`src/common/fac_pkg.sv`:
```
// Purpose: Shared constants for the fast acquisition controller
// Assumes: 8-bit register port, 16-bit byte addresses, 50 MHz clock
// Notes: Durations are kept in milliseconds and counted on a 1 ms tick
`default_nettype none
package fac_pkg;
    localparam int ADDR_W = 16;
    localparam int DATA_W = 8;
    localparam int OFS_W = 40;
    localparam int SUM_W = 42;
    localparam int MS_W = 17;
    localparam int EXP_W = 4;
    localparam int OFS_BYTES = 5;
    localparam int IDX_W = 3;

    ////////////////////////////////////////////////////////////////////
    // Register map (byte addresses)
    localparam logic [15:0] A_PHASE_OFS_LO = 16'h1015;
    localparam logic [15:0] A_PHASE_OFS_HI = 16'h1019;
    localparam logic [15:0] A_TRIG_SEL = 16'h2106;
    localparam logic [15:0] A_CMPL_CLR = 16'h2107;
    localparam logic [15:0] A_EVT_CLR = 16'h200D;
    localparam logic [15:0] A_LOOP_STAT2 = 16'h3102;
    localparam logic [15:0] A_EVT_STAT = 16'h3012;
    localparam logic [15:0] A_PROF_EXCESS = 16'h0116;
    localparam logic [15:0] A_PROF_TIMING = 16'h0117;

    // Field positions
    localparam int TRIG_FREERUN = 0;
    localparam int TRIG_HOLDOVER = 1;
    localparam int TRIG_FIRST = 2;
    localparam int TRIG_NO_OUT = 3;
    localparam int CMPL_CLR_BIT = 3;
    localparam int EVT_START_BIT = 2;
    localparam int EVT_END_BIT = 3;
    localparam int STAT_BUSY_BIT = 4;
    localparam int STAT_DONE_BIT = 5;
    localparam int SETTLE_LSB = 0;
    localparam int TIMEOUT_LSB = 4;
    localparam int SEL_W = 3;
    localparam int TIMING_W = 7;

    ////////////////////////////////////////////////////////////////////
    // Timebase
    localparam int CLK_PERIOD_NS = 20;
    localparam int TICK_PERIOD_NS = 1_000_000;
    localparam int TICK_CYCLES = (TICK_PERIOD_NS + CLK_PERIOD_NS - 1) / CLK_PERIOD_NS;

    typedef enum logic {FAC_IDLE, FAC_RUN} fac_state_e;

    // Settle time in ms: 1,10,50,100,500,1000,10000,50000
    function automatic logic [MS_W-1:0] fac_settle_ms(input logic [SEL_W-1:0] sel);
        case (sel)
            3'h0: fac_settle_ms = 17'h0_0001;
            3'h1: fac_settle_ms = 17'h0_000A;
            3'h2: fac_settle_ms = 17'h0_0032;
            3'h3: fac_settle_ms = 17'h0_0064;
            3'h4: fac_settle_ms = 17'h0_01F4;
            3'h5: fac_settle_ms = 17'h0_03E8;
            3'h6: fac_settle_ms = 17'h0_2710;
            default: fac_settle_ms = 17'h0_C350;
        endcase
    endfunction : fac_settle_ms

    // Timeout in ms: 10,50,100,500,1000,10000,50000,100000
    function automatic logic [MS_W-1:0] fac_timeout_ms(input logic [SEL_W-1:0] sel);
        case (sel)
            3'h0: fac_timeout_ms = 17'h0_000A;
            3'h1: fac_timeout_ms = 17'h0_0032;
            3'h2: fac_timeout_ms = 17'h0_0064;
            3'h3: fac_timeout_ms = 17'h0_01F4;
            3'h4: fac_timeout_ms = 17'h0_03E8;
            3'h5: fac_timeout_ms = 17'h0_2710;
            3'h6: fac_timeout_ms = 17'h0_C350;
            default: fac_timeout_ms = 17'h1_86A0;
        endcase
    endfunction : fac_timeout_ms
endpackage : fac_pkg
`default_nettype wire

```
`src/hw/fac_ctrl.sv`:
```
// Purpose: Fast acquisition controller with feedback phase offset
// Assumes: Loop signals come from logic on the same clock
// Notes: Bandwidth leaves as a power-of-two exponent over the final
//        loop bandwidth; the loop filter applies the scaling itself
//
// Contract
// - Enabled only while excess parameter nonzero
// - Start bandwidth is final times two-power
// - Halve bandwidth per settled lock until final
// - Settle field selects 1 ms..50 s
// - Advance after lock held whole settle
// - Lock drop restarts the settle timer
// - Timeout field selects 10 ms..100 s
// - Timeout advances to next step anyway
// - Final step settled sets complete bit
// - Zero triggers: fast on every acquisition
// - Trigger bit0: closed loop from freerun
// - Trigger bit1: closed loop from holdover
// - Trigger bit2: complete bit still zero
// - Self-clearing bit clears complete status
// - Trigger bit3: no distribution outputs toggling
// - Any met trigger runs fast, else normal
// - Signed 40-bit ps offset at feedback
// - Positive offset delays output edges
// - Skew and delay compensation summed too
// - In-progress bit high while sequence runs
// - Latched start and end flags, software cleared
`timescale 1ns/100ps
`default_nettype none
module fac_ctrl #(
    parameter int TICK_CYCLES = fac_pkg::TICK_CYCLES
) (
    input wire logic clk,
    input wire logic rstn,
    input wire logic [fac_pkg::ADDR_W-1:0] addr,
    input wire logic [fac_pkg::DATA_W-1:0] wdata,
    input wire logic wr,
    input wire logic rd,
    output logic [fac_pkg::DATA_W-1:0] rdata,
    input wire logic phase_lock,
    input wire logic acq_enter,
    input wire logic acq_from_freerun,
    input wire logic acq_from_holdover,
    input wire logic outputs_toggling,
    input wire logic [fac_pkg::OFS_W-1:0] skew_offset,
    input wire logic [fac_pkg::OFS_W-1:0] delay_comp_offset,
    output logic [fac_pkg::EXP_W-1:0] bw_exponent,
    output logic fast_active,
    output logic [fac_pkg::SUM_W-1:0] fb_offset_sum
);
    ////////////////////////////////////////////////////////////////////
    // State

    typedef struct packed {
        fac_pkg::fac_state_e st;
        logic [fac_pkg::OFS_W-1:0] phase_ofs;
        logic [fac_pkg::EXP_W-1:0] trig;
        logic [fac_pkg::EXP_W-1:0] excess;
        logic [fac_pkg::TIMING_W-1:0] timing;
        logic done;
        logic busy;
        logic evt_start;
        logic evt_end;
        logic step_clr;
        logic [fac_pkg::EXP_W-1:0] bw_exp;
        logic [fac_pkg::DATA_W-1:0] rdata;
        logic [fac_pkg::SUM_W-1:0] fb_sum;
    } fac_ctrl_s;

    fac_ctrl_s s_r;
    fac_ctrl_s s_nxt;

    logic tick;
    logic settle_done;
    logic tmo_done;
    logic settle_clr;
    logic settle_run;
    logic [fac_pkg::MS_W-1:0] settle_lim;
    logic [fac_pkg::MS_W-1:0] tmo_lim;

    ////////////////////////////////////////////////////////////////////
    // Timebase and step timers

    fac_tick #(
        .CYCLES(TICK_CYCLES)
    ) u_tick (
        .clk(clk),
        .rstn(rstn),
        .tick(tick)
    );

    assign settle_lim = fac_pkg::fac_settle_ms(
        s_r.timing[fac_pkg::SETTLE_LSB +: fac_pkg::SEL_W]);
    assign tmo_lim = fac_pkg::fac_timeout_ms(
        s_r.timing[fac_pkg::TIMEOUT_LSB +: fac_pkg::SEL_W]);

    assign settle_clr = s_r.step_clr || !phase_lock;
    assign settle_run = s_r.busy && phase_lock;

    // settle timer, ms tick, per-step clear
    fac_timer u_settle (
        .clk(clk),
        .rstn(rstn),
        .tick(tick),
        .clear(settle_clr),
        .run(settle_run),
        .limit(settle_lim),
        .done(settle_done)
    );

    fac_timer u_timeout (
        .clk(clk),
        .rstn(rstn),
        .tick(tick),
        .clear(s_r.step_clr),
        .run(s_r.busy),
        .limit(tmo_lim),
        .done(tmo_done)
    );

    ////////////////////////////////////////////////////////////////////
    // Next-state logic

    always_comb begin
        logic en;
        logic hit;
        logic clr_done;
        logic clr_start;
        logic clr_end;
        logic [fac_pkg::IDX_W-1:0] idx;
        logic [fac_pkg::ADDR_W-1:0] rel;
        en = 1'b0;
        hit = 1'b0;
        clr_done = 1'b0;
        clr_start = 1'b0;
        clr_end = 1'b0;
        idx = '0;
        rel = '0;
        s_nxt = s_r;
        s_nxt.step_clr = 1'b0;
        s_nxt.rdata = '0;

        // Register writes
        if (wr) begin
            if (addr >= fac_pkg::A_PHASE_OFS_LO && addr <= fac_pkg::A_PHASE_OFS_HI) begin
                rel = addr - fac_pkg::A_PHASE_OFS_LO;
                idx = rel[fac_pkg::IDX_W-1:0];
                // Low byte sits at the lowest address
                s_nxt.phase_ofs[idx*fac_pkg::DATA_W +: fac_pkg::DATA_W] = wdata;
            end
            case (addr)
                fac_pkg::A_TRIG_SEL: begin
                    s_nxt.trig = wdata[fac_pkg::EXP_W-1:0];
                end
                fac_pkg::A_CMPL_CLR: begin
                    clr_done = wdata[fac_pkg::CMPL_CLR_BIT];
                end
                fac_pkg::A_EVT_CLR: begin
                    clr_start = wdata[fac_pkg::EVT_START_BIT];
                    clr_end = wdata[fac_pkg::EVT_END_BIT];
                end
                fac_pkg::A_PROF_EXCESS: begin
                    s_nxt.excess = wdata[fac_pkg::EXP_W-1:0];
                end
                fac_pkg::A_PROF_TIMING: begin
                    s_nxt.timing = wdata[fac_pkg::TIMING_W-1:0];
                end
                default: begin
                end
            endcase
        end

        // Clears go first so a same-cycle set overrides them
        if (clr_done) begin
            s_nxt.done = 1'b0;
        end
        if (clr_start) begin
            s_nxt.evt_start = 1'b0;
        end
        if (clr_end) begin
            s_nxt.evt_end = 1'b0;
        end

        // feature on only with nonzero excess
        en = (s_r.excess != '0);
        hit = (s_r.trig == '0)
            || (s_r.trig[fac_pkg::TRIG_FREERUN] && acq_from_freerun)
            || (s_r.trig[fac_pkg::TRIG_HOLDOVER] && acq_from_holdover)
            || (s_r.trig[fac_pkg::TRIG_FIRST] && !s_r.done)
            || (s_r.trig[fac_pkg::TRIG_NO_OUT] && !outputs_toggling);

        // Sequencer
        case (s_r.st)
            fac_pkg::FAC_IDLE: begin
                s_nxt.bw_exp = '0;
            end
            fac_pkg::FAC_RUN: begin
                if (!en) begin
                    s_nxt.st = fac_pkg::FAC_IDLE;
                    s_nxt.bw_exp = '0;
                end else if (!s_r.step_clr && (settle_done || tmo_done)) begin
                    if (s_r.bw_exp == '0) begin
                        s_nxt.st = fac_pkg::FAC_IDLE;
                        if (settle_done) begin
                            s_nxt.done = 1'b1;
                        end
                    end else begin
                        s_nxt.bw_exp = s_r.bw_exp - 4'h1;
                        s_nxt.step_clr = 1'b1;
                    end
                end
            end
            default: begin
                s_nxt.st = fac_pkg::FAC_IDLE;
            end
        endcase

        // New acquisition restarts the sequence or runs normally
        if (acq_enter) begin
            // any met trigger selects fast mode
            if (en && hit) begin
                s_nxt.st = fac_pkg::FAC_RUN;
                // start at final bandwidth times 2^excess
                s_nxt.bw_exp = s_r.excess;
                s_nxt.step_clr = 1'b1;
            end else begin
                s_nxt.st = fac_pkg::FAC_IDLE;
                s_nxt.bw_exp = '0;
            end
        end

        s_nxt.busy = (s_nxt.st == fac_pkg::FAC_RUN);
        // latch both edges of the busy bit
        if (s_nxt.busy && !s_r.busy) begin
            s_nxt.evt_start = 1'b1;
        end
        if (!s_nxt.busy && s_r.busy) begin
            s_nxt.evt_end = 1'b1;
        end

        // positive pushes feedback later, delaying output
        // skew and delay compensation join the sum
        s_nxt.fb_sum = {{2{s_r.phase_ofs[fac_pkg::OFS_W-1]}}, s_r.phase_ofs}
            + {{2{skew_offset[fac_pkg::OFS_W-1]}}, skew_offset}
            + {{2{delay_comp_offset[fac_pkg::OFS_W-1]}}, delay_comp_offset};

        // Register reads; data only in the cycle after the strobe
        if (rd) begin
            if (addr >= fac_pkg::A_PHASE_OFS_LO && addr <= fac_pkg::A_PHASE_OFS_HI) begin
                rel = addr - fac_pkg::A_PHASE_OFS_LO;
                idx = rel[fac_pkg::IDX_W-1:0];
                s_nxt.rdata = s_r.phase_ofs[idx*fac_pkg::DATA_W +: fac_pkg::DATA_W];
            end
            case (addr)
                fac_pkg::A_TRIG_SEL: begin
                    s_nxt.rdata[fac_pkg::EXP_W-1:0] = s_r.trig;
                end
                fac_pkg::A_LOOP_STAT2: begin
                    s_nxt.rdata[fac_pkg::STAT_BUSY_BIT] = s_r.busy;
                    s_nxt.rdata[fac_pkg::STAT_DONE_BIT] = s_r.done;
                end
                fac_pkg::A_EVT_STAT: begin
                    s_nxt.rdata[fac_pkg::EVT_START_BIT] = s_r.evt_start;
                    s_nxt.rdata[fac_pkg::EVT_END_BIT] = s_r.evt_end;
                end
                fac_pkg::A_PROF_EXCESS: begin
                    s_nxt.rdata[fac_pkg::EXP_W-1:0] = s_r.excess;
                end
                fac_pkg::A_PROF_TIMING: begin
                    s_nxt.rdata[fac_pkg::TIMING_W-1:0] = s_r.timing;
                end
                default: begin
                end
            endcase
        end
    end

    ////////////////////////////////////////////////////////////////////
    // State register

    // Synchronous reset; phase offset starts at zero
    always_ff @(posedge clk) begin
        if (!rstn) begin
            s_r <= '0;
        end else begin
            s_r <= s_nxt;
        end
    end

    // Outputs straight from flops
    assign rdata = s_r.rdata;
    assign bw_exponent = s_r.bw_exp;
    assign fast_active = s_r.busy;
    assign fb_offset_sum = s_r.fb_sum;
endmodule : fac_ctrl
`default_nettype wire

```
`src/hw/fac_tick.sv`:
```
// Purpose: One-cycle enable pulse every millisecond
// Assumes: CYCLES is at least two
// Notes: Shorten CYCLES in simulation
`timescale 1ns/100ps
`default_nettype none
module fac_tick #(
    parameter int CYCLES = fac_pkg::TICK_CYCLES
) (
    input wire logic clk,
    input wire logic rstn,
    output logic tick
);
    typedef struct packed {
        logic [31:0] cnt;
        logic tick;
    } fac_tick_s;
    fac_tick_s s_r;
    fac_tick_s s_nxt;

    // Free running divider
    always_comb begin
        s_nxt = s_r;
        s_nxt.tick = 1'b0;
        if (s_r.cnt == 32'(CYCLES - 1)) begin
            s_nxt.cnt = '0;
            s_nxt.tick = 1'b1;
        end else begin
            s_nxt.cnt = s_r.cnt + 32'h0000_0001;
        end
    end

    always_ff @(posedge clk) begin
        if (!rstn) begin
            s_r <= '0;
        end else begin
            s_r <= s_nxt;
        end
    end

    assign tick = s_r.tick;
endmodule : fac_tick
`default_nettype wire

```
`src/hw/fac_timer.sv`:
```
// Purpose: Millisecond counter that flags when a limit is reached
// Assumes: limit is at least one
// Notes: Flag holds until clear
`timescale 1ns/100ps
`default_nettype none
module fac_timer (
    input wire logic clk,
    input wire logic rstn,
    input wire logic tick,
    input wire logic clear,
    input wire logic run,
    input wire logic [fac_pkg::MS_W-1:0] limit,
    output logic done
);
    typedef struct packed {
        logic [fac_pkg::MS_W-1:0] cnt;
        logic done;
    } fac_timer_s;
    fac_timer_s s_r;
    fac_timer_s s_nxt;

    // Clear beats counting
    always_comb begin
        s_nxt = s_r;
        if (clear) begin
            s_nxt = '0;
        end else if (run && tick && !s_r.done) begin
            s_nxt.cnt = s_r.cnt + 17'h0_0001;
            s_nxt.done = (s_nxt.cnt >= limit);
        end
    end

    always_ff @(posedge clk) begin
        if (!rstn) begin
            s_r <= '0;
        end else begin
            s_r <= s_nxt;
        end
    end

    assign done = s_r.done;
endmodule : fac_timer
`default_nettype wire

```
`config.mk`:
```
export PLATFORM = sky130hd
export DESIGN_NAME = fac_ctrl
export DESIGN_NICKNAME = d
export VERILOG_FILES = /design/src/common/fac_pkg.sv /design/src/hw/fac_ctrl.sv /design/src/hw/fac_tick.sv /design/src/hw/fac_timer.sv
export SDC_FILE = /design/constraint.sdc
export NUM_CORES = 1
export LEC_CHECK = 0
export ABC_AREA = 0
export BUFFER_PORTS_ARGS = -buffer_cell sky130_fd_sc_hd__buf_2
export CELL_PAD_IN_SITES_DETAIL_PLACEMENT = 1
export CELL_PAD_IN_SITES_GLOBAL_PLACEMENT = 2
export CORE_ASPECT_RATIO = 0.7
export CORE_MARGIN = 1.5
export CORE_UTILIZATION = 39
export CTS_BUF_LIST = sky130_fd_sc_hd__clkbuf_4 sky130_fd_sc_hd__clkbuf_8
export DETAILED_ROUTE_END_ITERATION = 8
export PLACE_DENSITY_LB_ADDON = 0.25
export RECOVER_POWER = 50
export SLEW_MARGIN = 40
export SYNTH_ARGS = -nofsm -noshare
export SYNTH_HDL_FRONTEND = slang
export SYNTH_SLANG_ARGS = --single-unit
export TNS_END_PERCENT = 100
```
`constraint.sdc`:
```
create_clock -name clk -period 5.4 [get_ports clk]
set_input_delay 0.81 -clock clk [delete_from_list [all_inputs] [get_ports clk]]
set_output_delay 0.81 -clock clk [all_outputs]
set_load 0.02 [all_outputs]
```
==> qor.txt <==
Result of the run -> finished, violations left
Failing checks -> capacitance limit, slew limit
Final number of setup-violating endpoints -> 0
Clock latency at the later pin of the worst-skew pair -> 510 ps
Mapped Cells -> 1394
Slowest stage cell, crit path -> clkbuf_1
Synth cell types -> 74
Share of the yosys chip area belonging to registers -> 30.8%
Vertical die dimension -> 149 µm
Number of enable-type register cells in the synthesized netlist -> 0
Count of pins over their slew limit -> 79
Iteration-0 DRC Markers -> 526
Clock Skew -> 19.0 ps
Element type at the critical path end -> register
GPL Wtd Cong -> 0.846
Top flip-flop cell by instance count after synthesis -> dfxtp_1
Total via count in the routed design -> 10.1k
WHS -> 472 ps
Peak supply drop -> 0.132 mV
Initial Util -> 39.6%
Die extent in x -> 212 µm
Input/output buffers -> 167
Total nets after synthesis -> 1628
Proportion of layout cells with a drive suffix above 1 -> 11.9%
Number of antenna violations at the first check in global routing -> 8
Buffer depth of the longest clock path -> 2
Yosys reg bits -> 183
LEAKAGE -> 5.17 nW
Met3 wire length -> 1820 µm
Clock sink count -> 183
Count of non-filler cells in the finished layout -> 1904
Crit-path most repeated cell -> clkbuf_1
Worst path bufs/invs -> 4
Post-CTS Repair Setup Buffers -> 0
Total of hold buffers inserted after clock tree synthesis -> 0
GR Util All Layers -> 23.0%
Drt first pass iters -> 5
Number of fillers in the final layout -> 3654
Met1 routed wirelength after detailed routing -> 17800 µm
Dpl hpwl -> 27600 µm
Least-Margin Pin Slew -> 2390 ps
Largest stage delay on the critical path -> 1770 ps
Tightest Hold Check Type -> register to register
WP data required -> 5690 ps
Total overflow reported by the global router -> 0
Signed area change from the synthesized netlist to the final layout -> 9.21%
Clock transition at the registers of the reported paths -> 90 ps
Floorplan row count -> 53
Rel. slew slack -> -59.5%
Core footprint -> 0.0300 mm²
DR vias/cell -> 5.33
Synth warnings -> 0
Achievable frequency -> 0.241 GHz
Number of max-cap violations -> 2
Fraction of the core area covered by cells at the end of the flow -> 43.3%
Setup repair after global routing missed its margin -> false
Worst-path maximum fanout -> 48
Routed WL per cell -> 18.4 µm
Post-route minimum period -> 4160 ps
Post-placement cell count -> 1866
Total met2 wirelength after detailed routing -> 15000 µm
Number of H-tree levels -> 4
Accumulated negative setup slack -> 0 ps
Vias in the first global route -> 10.3k
Worst-path cell chain -> clkbuf_1, clkinv_2, clkbuf_2, clkbuf_1, nor3_1
Residual DRC count -> 0
Netlist area before placement -> 0.0119 mm²
Post-placement worst setup slack -> 1430 ps
Kind of cell with the highest combined delay on the critical path -> buffers and inverters
Boundary pin count -> 168
Final-report hold violation count -> 0
Data arrival time of the critical path -> 4450 ps
Post-layout nets -> 1707
Final Cycle Share -> 77.0%
Die outline area -> 0.0316 mm²
First-pass GRT wire length -> 56500 µm
Slack of the critical path -> 1240 ps
Async set or reset register ratio after synthesis -> 0%
Synth Area per Inst -> 8.54 µm²
Total CTS buffers -> 17
Highest metal layer used by the detailed router -> met5
Register-to-register path setup slack -> 1950 ps
Routed Antenna Nets -> 0
Pin count of the biggest net entering global routing -> 49
Setup crit start kind -> primary input
Cts repair resizes -> 0
Root Buffer -> clkbuf_8
TritonCTS clock tree -> built
Critical path class -> primary input to register
Final Routed Wirelength -> 35000 µm
Power density over the cells -> 234 mW/mm²
[placed cells by master, fill, tap and decap left out, types with 5 or more instances in the layout]
| master | netlist | routed |
|---|---|---|
| clkinv_2 | 0 | 5 |
| nand4_1 | 27 | 27 |
| nand2b_1 | 17 | 17 |
| a211oi_1 | 7 | 7 |
| or3_1 | 15 | 15 |
| o21ai_0 | 42 | 42 |
| xor2_1 | 69 | 69 |
| mux2i_1 | 23 | 23 |
| o21a_1 | 11 | 11 |
| o21bai_1 | 5 | 5 |
| ha_1 | 80 | 80 |
| a22oi_1 | 9 | 9 |
| and2_1 | 13 | 11 |
| nand3_1 | 76 | 76 |
| inv_1 | 29 | 28 |
| xnor2_1 | 45 | 45 |
| fa_1 | 41 | 41 |
| clkbuf_8 | 0 | 19 |
| a31oi_1 | 11 | 11 |
| nor2b_1 | 10 | 10 |
| nor3_1 | 16 | 16 |
| nor2_1 | 156 | 155 |
| buf_2 | 1 | 111 |
| clkbuf_1 | 49 | 58 |
| and3_1 | 19 | 19 |
| diode_2 | 0 | 7 |
| a21oi_1 | 107 | 107 |
| nand2_1 | 147 | 147 |
| o211ai_1 | 7 | 7 |
| a21o_1 | 28 | 28 |
| nor4_1 | 9 | 8 |
| and4_1 | 9 | 9 |
| or2_2 | 5 | 5 |
| mux4_2 | 8 | 8 |
| nor3b_1 | 8 | 7 |
| dfxtp_1 | 183 | 183 |
[synthesized netlist by cell type (5+ instances only)]
master	instances	area, µm²
o211ai_1	7	52.6
nand2b_1	17	106
mux4_2	8	180
a22oi_1	9	67.6
and3_1	19	119
buf_1	6	22.5
fa_1	41	821
nor4_1	9	56.3
o21a_1	11	82.6
o21bai_1	5	37.5
a211oi_1	7	52.6
o21ai_0	42	210
and2_1	13	81.3
a31oi_1	11	68.8
nand2_1	147	552
or3_1	15	93.8
a21oi_1	107	536
nand3_1	76	380
inv_1	29	109
buf_4	55	413
clkbuf_1	49	184
nor2b_1	10	62.6
and4_1	9	78.8
nor3b_1	8	60.1
xnor2_1	45	394
xor2_1	69	604
nor2_1	156	586
dfxtp_1	183	3660
a21o_1	28	210
nand4_1	27	169
ha_1	80	1000
mux2i_1	23	230
nor3_1	16	80.1
or2_2	5	31.3
[per-stage QoR]
step                      power, mW  cell area (µm²)
after floorplan                1.96            11900
after global placement         2.11            12700
after detailed placement       2.12            12700
after CTS                      3.09            13100
after global routing           3.20            13000
final                          3.04            13000
[where the power goes]
part / switching, mW / internal [mW] / leakage (nW)
Sequential: 0.0189 / 1.40 / 1.49
Combinational: 0.418 / 0.238 / 3.49
Clock: 0.529 / 0.431 / 0.190
[worst paths after layout]
kind | startpoint | endpoint | cells after the start
max | rstn | fb_offset_sum[12] | 5
min | u_tick.s_r[1] | u_tick.s_r[1] | 1
max reg2reg | s_r[87] | fb_offset_sum[36] | 10
min reg2reg | u_tick.s_r[1] | u_tick.s_r[1] | 1
[registers in the layout (all words and copies together), names as in the netlist]
register / cells
u_tick.s_r: 32
u_timeout.done: 1
fb_offset_sum: 42
u_settle.s_r: 17
u_timeout.s_r: 17
u_tick.tick: 1
s_r: 59
rdata: 8
fast_active: 1
u_settle.done: 1
bw_exponent: 4
[layer usage]
layer	global-route usage [%]	vias to the layer above
li1	-	4967
met1	33.3	4970
met2	34.4	179
met3	5.49	27
met4	5.29	2
met5	0	-
[kinds of logic (layout without fill, tap and decap cells)]
| group | Yosys count | count (layout) | synth area share, % |
|---|---|---|---|
| AND/OR/NAND/NOR | 537 | 537 | 21.5 |
| XOR/XNOR | 114 | 114 | 8.38 |
| adder cells (fa/ha/maj) | 121 | 121 | 15.3 |
| flip-flops | 183 | 183 | 30.8 |
| other | 0 | 7 | 0 |
| buffers and inverters | 142 | 233 | 6.29 |
| AO/OA/AOI/OAI | 266 | 266 | 14.3 |
| multiplexers | 31 | 31 | 3.45 |
[worst register-to-register path, cell delays in order, from the launching register on]
cell	delay, ps
dfxtp_1	420
fa_1	460
ha_1	430
nand3_1	190
or2_2	340
a211oi_1	350
o21ai_1	260
a31oi_1	320
o311a_1	270
o21ai_0	100
nor3b_1	150
[layout make-up]
class                           count  area, µm²  area share, %
Inverter                           29        110          0.846
Antenna cell                        7       17.5          0.135
Timing Repair Buffer              173        801           6.16
Sequential cell                   183       3660           28.2
Multi-Input combinational cell   1069       7510           57.7
Clock inverter                     12        128          0.981
Tap cell                          412        515           3.96
Clock buffer                       19        262           2.01
(Power assumes the default switching activity.)
